==> src/core/ddl_pkg.sv <==
package ddl_pkg;
  // Width of each converter code and of the shared shift register
  localparam int DATA_W = 12;
  // Preset codes applied while the preset input is held low
  localparam logic [11:0] MIDSCALE_CODE = 12'h800;
  localparam logic [11:0] ZERO_CODE = 12'h000;
  // Channel tag carried in the top bit of each update word
  localparam logic CHAN_A = 1'h0;
  localparam logic CHAN_B = 1'h1;
  // Update word is the channel tag above the code
  localparam int WORD_W = DATA_W + 1;
  localparam int WORD_CHAN_BIT = DATA_W;
  // Depth of the update queue towards the converter side
  localparam int FIFO_DEPTH = 8;
endpackage

==> src/core/ddl_fifo.sv <==
`timescale 1ns/100ps
`default_nettype none
module ddl_fifo #(
  parameter int WIDTH = ddl_pkg::WORD_W,
  parameter int DEPTH = ddl_pkg::FIFO_DEPTH
) (
  input wire logic clk,
  input wire logic rst_b,
  input wire logic [WIDTH-1:0] in_data,
  input wire logic in_valid,
  output logic in_ready,
  output logic [WIDTH-1:0] out_data,
  output logic out_valid,
  input wire logic out_ready
);
  localparam int PW = (DEPTH > 1) ? $clog2(DEPTH) : 1;

  logic [WIDTH-1:0] mem [DEPTH];
  logic [PW-1:0] wr_ptr_reg;
  logic [PW-1:0] rd_ptr_reg;
  logic [PW:0] count_reg;
  logic push;
  logic pop;

  // Pointer step with wrap, so depths that are not powers of two work too
  function automatic logic [PW-1:0] ptr_step(input logic [PW-1:0] p);
    return (p == PW'(DEPTH - 1)) ? '0 : p + 1'b1;
  endfunction

  // Full and empty come straight from the occupancy count
  assign in_ready = (count_reg != (PW+1)'(DEPTH));
  assign out_valid = (count_reg != '0);
  assign out_data = mem[rd_ptr_reg];
  assign push = in_valid & in_ready;
  assign pop = out_valid & out_ready;

  // Storage needs no reset; only entries below the count are ever read
  always_ff @(posedge clk) begin
    if (push) begin
      mem[wr_ptr_reg] <= in_data;
    end
  end

  // Pointers and count
  always_ff @(posedge clk or negedge rst_b) begin
    if (!rst_b) begin
      wr_ptr_reg <= '0;
      rd_ptr_reg <= '0;
      count_reg <= '0;
    end else begin
      if (push) begin
        wr_ptr_reg <= ptr_step(wr_ptr_reg);
      end
      if (pop) begin
        rd_ptr_reg <= ptr_step(rd_ptr_reg);
      end
      unique case ({push, pop})
        2'b10: count_reg <= count_reg + 1'b1;
        2'b01: count_reg <= count_reg - 1'b1;
        default: count_reg <= count_reg;
      endcase
    end
  end
endmodule
`default_nettype wire

==> src/core/ddl_top.sv <==
// What this block does
// [RQ1] Shift one bit per serial clock rise, selected
// [RQ2] Shifted-in bit comes from serial data input
// [RQ3] Deselected: clock ignored; strobes unaffected by select
// [RQ4] Strobe A low: register A follows shift
// [RQ5] Strobe B low: register B follows shift
// [RQ6] Strobe fall updates register; shift untouched
// [RQ7] Preset low forces both registers, overrides all; here power-down low outranks the preset
// [RQ8] Midscale select high presets half-scale code
// [RQ9] Midscale select low presets zero code
// [RQ10] Power-down low freezes every register
// [RQ11] Host never shifts while a strobe low
// [RQ12] One shift register, two holding registers
// [RQ13] Twelve-bit shift and holding registers
// [RQ14] MSB first; last twelve bits are loaded
`timescale 1ns/100ps
`default_nettype none
module ddl_top #(
  parameter int FIFO_DEPTH = ddl_pkg::FIFO_DEPTH
) (
  input wire logic clk,
  input wire logic rst_b,
  input wire logic serial_clk,
  input wire logic chip_select_n,
  input wire logic serial_data_in,
  input wire logic load_strobe_a_n,
  input wire logic load_strobe_b_n,
  input wire logic async_preset_n,
  input wire logic midscale_sel,
  input wire logic power_down_n,
  input wire logic dac_word_ready,
  output logic [ddl_pkg::DATA_W-1:0] holding_a,
  output logic [ddl_pkg::DATA_W-1:0] holding_b,
  output logic [ddl_pkg::DATA_W-1:0] shift_value,
  output logic [ddl_pkg::WORD_W-1:0] dac_word_data,
  output logic dac_word_valid,
  output logic powered_down
);
  localparam int DW = ddl_pkg::DATA_W;
  localparam int WW = ddl_pkg::WORD_W;

  logic serial_clk_prev_reg;
  logic shift_event;
  logic [DW-1:0] shift_reg;
  logic [DW-1:0] shift_next;
  logic [DW-1:0] holding_a_reg;
  logic [DW-1:0] holding_a_next;
  logic [DW-1:0] holding_b_reg;
  logic [DW-1:0] holding_b_next;
  logic change_a;
  logic change_b;
  logic pending_a_reg;
  logic pending_b_reg;
  logic push_a;
  logic push_b;
  logic [WW-1:0] fifo_in_data;
  logic fifo_in_valid;
  logic fifo_in_ready;
  logic [WW-1:0] fifo_out_data;
  logic fifo_out_valid;
  logic fifo_out_ready;
  logic [WW-1:0] word_data_reg;
  logic word_valid_reg;
  logic powered_down_reg;

  // Next value of one holding register; power-down outranks preset, preset outranks the strobe
  function automatic logic [DW-1:0] holding_step(
    input logic [DW-1:0] cur,
    input logic strobe_n,
    input logic [DW-1:0] shifted,
    input logic pd_n,
    input logic preset_n,
    input logic mid
  );
    logic [DW-1:0] val;
    val = cur;
    if (!pd_n) begin
      val = cur; // [RQ10]
    end else if (!preset_n) begin
      val = mid ? ddl_pkg::MIDSCALE_CODE : ddl_pkg::ZERO_CODE; // [RQ7] [RQ8] [RQ9]
    end else if (!strobe_n) begin
      val = shifted; // Transparent while low, so the rise leaves the last value
    end
    return val;
  endfunction

  // Serial clock is sampled as a plain synchronous input; its rise is found against the last sample
  always_ff @(posedge clk or negedge rst_b) begin
    if (!rst_b) begin
      serial_clk_prev_reg <= 1'h0;
    end else begin
      serial_clk_prev_reg <= serial_clk;
    end
  end

  // Only a rise counts, only while selected and awake; levels never shift
  assign shift_event = serial_clk & ~serial_clk_prev_reg & ~chip_select_n & power_down_n; // [RQ1] [RQ3] [RQ10]

  // Shift toward the MSB, the newest bit enters at the LSB from the data pin
  assign shift_next = shift_event ? {shift_reg[DW-2:0], serial_data_in} : shift_reg; // [RQ1] [RQ2] [RQ14]

  // The one shared shift register; strobes and preset never touch it
  always_ff @(posedge clk or negedge rst_b) begin
    if (!rst_b) begin
      shift_reg <= ddl_pkg::ZERO_CODE;
    end else begin
      shift_reg <= shift_next; // [RQ6] [RQ12] [RQ13]
    end
  end

  // Holding registers follow the present shift value; a shift in the same cycle is the host's fault
  assign holding_a_next = holding_step(holding_a_reg, load_strobe_a_n, shift_reg, power_down_n,
                                       async_preset_n, midscale_sel); // [RQ4] [RQ6]
  assign holding_b_next = holding_step(holding_b_reg, load_strobe_b_n, shift_reg, power_down_n,
                                       async_preset_n, midscale_sel); // [RQ5] [RQ6]

  // Two separate holding registers, select has no path into them
  always_ff @(posedge clk or negedge rst_b) begin
    if (!rst_b) begin
      holding_a_reg <= ddl_pkg::ZERO_CODE;
      holding_b_reg <= ddl_pkg::ZERO_CODE;
    end else begin
      holding_a_reg <= holding_a_next; // [RQ4] [RQ12]
      holding_b_reg <= holding_b_next; // [RQ5] [RQ12]
    end
  end

  assign change_a = (holding_a_next != holding_a_reg);
  assign change_b = (holding_b_next != holding_b_reg);

  // Channel A has priority; a queue stall only delays the report, never the register itself
  assign push_a = pending_a_reg & fifo_in_ready;
  assign push_b = pending_b_reg & ~pending_a_reg & fifo_in_ready;
  assign fifo_in_valid = pending_a_reg | pending_b_reg;
  assign fifo_in_data = pending_a_reg ? {ddl_pkg::CHAN_A, holding_a_reg} : {ddl_pkg::CHAN_B, holding_b_reg};

  // Pending flags coalesce changes; a change in the push cycle keeps the flag so the latest code follows
  always_ff @(posedge clk or negedge rst_b) begin
    if (!rst_b) begin
      pending_a_reg <= 1'h0;
      pending_b_reg <= 1'h0;
    end else begin
      pending_a_reg <= change_a | (pending_a_reg & ~push_a);
      pending_b_reg <= change_b | (pending_b_reg & ~push_b);
    end
  end

  ddl_fifo #(
    .WIDTH(WW),
    .DEPTH(FIFO_DEPTH)
  ) u_fifo (
    .clk(clk),
    .rst_b(rst_b),
    .in_data(fifo_in_data),
    .in_valid(fifo_in_valid),
    .in_ready(fifo_in_ready),
    .out_data(fifo_out_data),
    .out_valid(fifo_out_valid),
    .out_ready(fifo_out_ready)
  );

  // Output stage keeps the update port straight from flip-flops
  assign fifo_out_ready = ~word_valid_reg | dac_word_ready;

  always_ff @(posedge clk or negedge rst_b) begin
    if (!rst_b) begin
      word_valid_reg <= 1'h0;
      word_data_reg <= '0;
    end else if (fifo_out_ready) begin
      word_valid_reg <= fifo_out_valid;
      if (fifo_out_valid) begin
        word_data_reg <= fifo_out_data;
      end
    end
  end

  // Registered power-down status for the analog side
  always_ff @(posedge clk or negedge rst_b) begin
    if (!rst_b) begin
      powered_down_reg <= 1'h0;
    end else begin
      powered_down_reg <= ~power_down_n; // [RQ10]
    end
  end

  assign holding_a = holding_a_reg;
  assign holding_b = holding_b_reg;
  assign shift_value = shift_reg;
  assign dac_word_data = word_data_reg;
  assign dac_word_valid = word_valid_reg;
  assign powered_down = powered_down_reg;
endmodule
`default_nettype wire

==> config.mk <==
export PLATFORM = sky130hd
export DESIGN_NAME = ddl_top
export DESIGN_NICKNAME = d
export VERILOG_FILES = /design/src/core/ddl_pkg.sv /design/src/core/ddl_fifo.sv /design/src/core/ddl_top.sv
export SDC_FILE = /design/constraint.sdc
export NUM_CORES = 1
export LEC_CHECK = 0
export BUFFER_PORTS_ARGS = -buffer_cell sky130_fd_sc_hd__buf_2
export CAP_MARGIN = 0
export CORE_MARGIN = 8
export CORE_UTILIZATION = 64
export CTS_CLUSTER_SIZE = 20
export DETAILED_ROUTE_END_ITERATION = 7
export HOLD_SLACK_MARGIN = 0.03
export PLACE_DENSITY = 0.9
export REMOVE_ABC_BUFFERS = 1
export SLEW_MARGIN = 40
export SYNTH_ARGS = -nofsm -noshare
export SYNTH_HDL_FRONTEND = slang
export SYNTH_SLANG_ARGS = --single-unit
==> constraint.sdc <==
create_clock -name clk -period 3.7 [get_ports clk]
set_clock_uncertainty 0.05 [all_clocks]
set_input_delay 0.74 -clock clk [delete_from_list [all_inputs] [get_ports clk]]
set_output_delay 0.74 -clock clk [all_outputs]
set_load 0.02 [all_outputs]
==> metrics.cfg <==
[status]
status=completed

[layout]
drive_gt1_frac=0.287
ant_diodes=0
n_fill_cell=667
most_frequent_standard_cell_in_the_layout_excluding_fill_and_tap_cells=edfxtp_1
finish.cell_count_without_fillers=681
largest_reg_flops=104
largest-register=u_fifo.mem
commonest_cells_after_routing_fill_and_taps_aside=edfxtp_1 (104), dfrtp_1 (61), buf_2 (60), o21ai_0 (39), nor2_1 (22)
fin_nets=546
growth_of_design_area_from_synthesis_to_finish_pct=13.6

[sta]
fin_crit_sh=0.704
worst-slew-pin-transition_ns=0.709
hold_violations=0
period_needed_ns=2.61
worst_slew_margin_rel=0.527
timing.fmax_mhz=384
finalSetupViolCount=0
final_max_slew_viols=0
grt_setup_unrepaired=false
setup_total_neg_slack_ns=0

[drt]
dr.first_iter.drc_count=327
drtAntennaViolNets=0
vias=4371
route.final.wire_length_um=15800
drt-pass1-iter-count=5
vias_per_cell=6.42
wl_per_cell_um=23.2
detail_route.drc_violations=0

[pwr]
fin_total_pwr_mw=6.75
power_density_nw_per_um2=830
static-leakage-power_nw=3.20
worst_ir_drop_vdd_mv=0.480

[synthesis]
synth.lib_cells_used.distinct=50
proportion_of_register_bits_with_asynchronous_set_or_reset_after_synthesis=0.381
yosys_most_used_dff=edfxtp_1
synthDominantCellAreaShare=0.436
post_synth.cell_area_avg_um2=15.5
post-synth-top-area-cell=edfxtp_1
ys_seq_elements=168
syn_inst=462
synth-warning-count=0
ys_top_cells_by_area=edfxtp_1 (44%), dfrtp_1 (22%), mux4_2 (6.3%), mux2_2 (3.0%), o21ai_0 (2.8%)
sequential_area_share_after_synthesis=0.660
total_standard_cell_area_after_synthesis_um2=7160
edff_count_synth=104

[floorplanning]
start_util=0.657
floorplan.die_area_um2=14800
chipWidth_um=122
rows=38
core_region_area_um2=10900
floorplan.io_pins=62
floorplan.die.height_um=122

[clocking]
cts_num_sinks=168
cts-htree-levels=4
max-clock-path-buffers=2
postCtsResizedCells=0
ctsRootBufferMaster=clkbuf_8
tritoncts_clock_tree=done
cts-buffers-inserted=17
clk-insertion-delay-late_ns=0.53
post-cts-setup-buffer-count=0
cts-hold-fix-buffers=0
clkSlewWorstSetupHoldPaths_ns=0.07

[critical_path]
kind_of_critical_path=reg -> reg
critPathMostFrequentCell=xor2_1
crit_path_cell_chain=nor4_4 -> a21oi_2 -> buf_4 -> ha_1 -> xor2_1 -> ha_1 -> a21oi_1 -> xor2_1 -> nor2_1 -> xor2_1
worstSetupEndpointType=flip-flop
worstSetupStartpointType=flip-flop
crit_required_ns=4.04
max_stage_delay_ns=0.52
crit_path_max_fanout=31
critPathSlowestCell=dfrtp_1
crit_arrival_ns=2.95

[grt]
grt_pass1_wl_um=24700
antenna_found_initial=0
grt_pass1_vias=4615
largest_net_degree_at_the_start_of_global_routing=41
grt_util_all_layers=0.223
globalRouteOverflowTotal=0

[placed_design]
dp_hpwl_um=10500
dp_cells=648
io_buffer_count=61
gp_congestion=0.934

[run]
max_cap_violations=0

[min_path]
worst_hold_path_type=in -> async

## routing by layer
metal / vias to the layer above / track usage / wire (µm)
met1: 2182 / 0.272 / 6380
met4: 0 / 0.120 / 426
li1: 1919 / - / -
met3: 35 / 0.0500 / 1120
met2: 235 / 0.366 / 7860
met5: - / 0 / 0
## where the power goes
group / leakage, nW / total (mW) / switching [mW] / internal, mW
sequential: 1.75 / 3.17 / 0.553 / 2.62
combinational: 1.19 / 1.93 / 1.04 / 0.894
clock: 0.261 / 1.64 / 0.723 / 0.917
total: 3.20 / 6.75 / 2.32 / 4.43
## worst max-delay path: cells and delay by family, from the launching register on
family,cells,cell delay [ns]
xor gates and xnor gates,3,0.49
DFF,1,0.52
and+or+nand+nor,2,0.43
buffers and inverters,1,0.24
AOI/OAI and AO/OA,2,0.19
adders and majority gates,2,0.55
## area by class of cell
class	instances	area (µm²)	area share
multi-input cells	251	2220	0.273
flip-flops and latches	168	4730	0.582
clock buffers	19	432	0.0531
inverters	18	67.6	0.00831
repair buffers	72	390	0.0480
clock inverters	13	120	0.0148
well taps	140	175	0.0215
## logic make-up (layout without fill, tap and decap cells)
family	count (synthesis)	count (layout)	synth area share
adder cells (fa/ha/maj)	7	7	0.0122
AND/OR/NAND/NOR	69	69	0.0540
flip-flops	168	168	0.660
XOR/XNOR	5	5	0.00612
multiplexers	58	58	0.133
AO/OA/AOI/OAI	112	112	0.103
buffers and inverters	43	122	0.0318
## per-stage QoR
stage / hold slack [ns] / setup slack [ns] / area (µm²) / utilization
3_5_place_dp: 0.462 / 1.03 / 7570 / 0.695
3_3_place_gp: 0.451 / 1.14 / 7560 / 0.695
4_1_cts: 0.143 / 1.12 / 8120 / 0.746
5_1_grt: 0.173 / 0.973 / 8130 / 0.747
6_report: 0.145 / 1.09 / 8130 / 0.747
2_1_floorplan: 0.394 / 0.920 / 7000 / -
## path summary, 6_finish.rpt
path                                     start                   to  cells after the start  slack [ns]
setup / recovery           u_fifo.count_reg[1]  u_fifo.count_reg[2]                     10        1.09
hold / removal                           rst_b     dac_word_data[6]                      1        0.15
setup reg to reg           u_fifo.count_reg[1]  u_fifo.count_reg[2]                     10        1.09
hold reg to reg              dac_word_data[12]    dac_word_data[12]                      2        0.47
max in group asynchronous                rst_b         holding_a[6]                      2        2.71
min in group clk                    serial_clk  serial_clk_prev_reg                      1        0.29
## cell usage after synthesis, types with 2 or more instances
cell,n
buf_2,12
nand2_1,21
o22ai_1,9
nor2b_1,2
buf_4,3
buf_6,3
a222oi_1,2
a21oi_1,18
mux2i_1,13
a22oi_1,9
mux4_1,6
nor2_1,23
nor4b_4,2
o221ai_1,2
a32o_1,2
mux4_2,20
inv_1,17
xor2_1,4
a22o_1,21
nand3b_1,2
clkbuf_1,5
edfxtp_1,104
nor3_1,2
ha_1,7
mux2_2,19
nand2b_1,8
o21ai_0,40
dfrtp_1,64
Power figures use the tool's default switching activity.
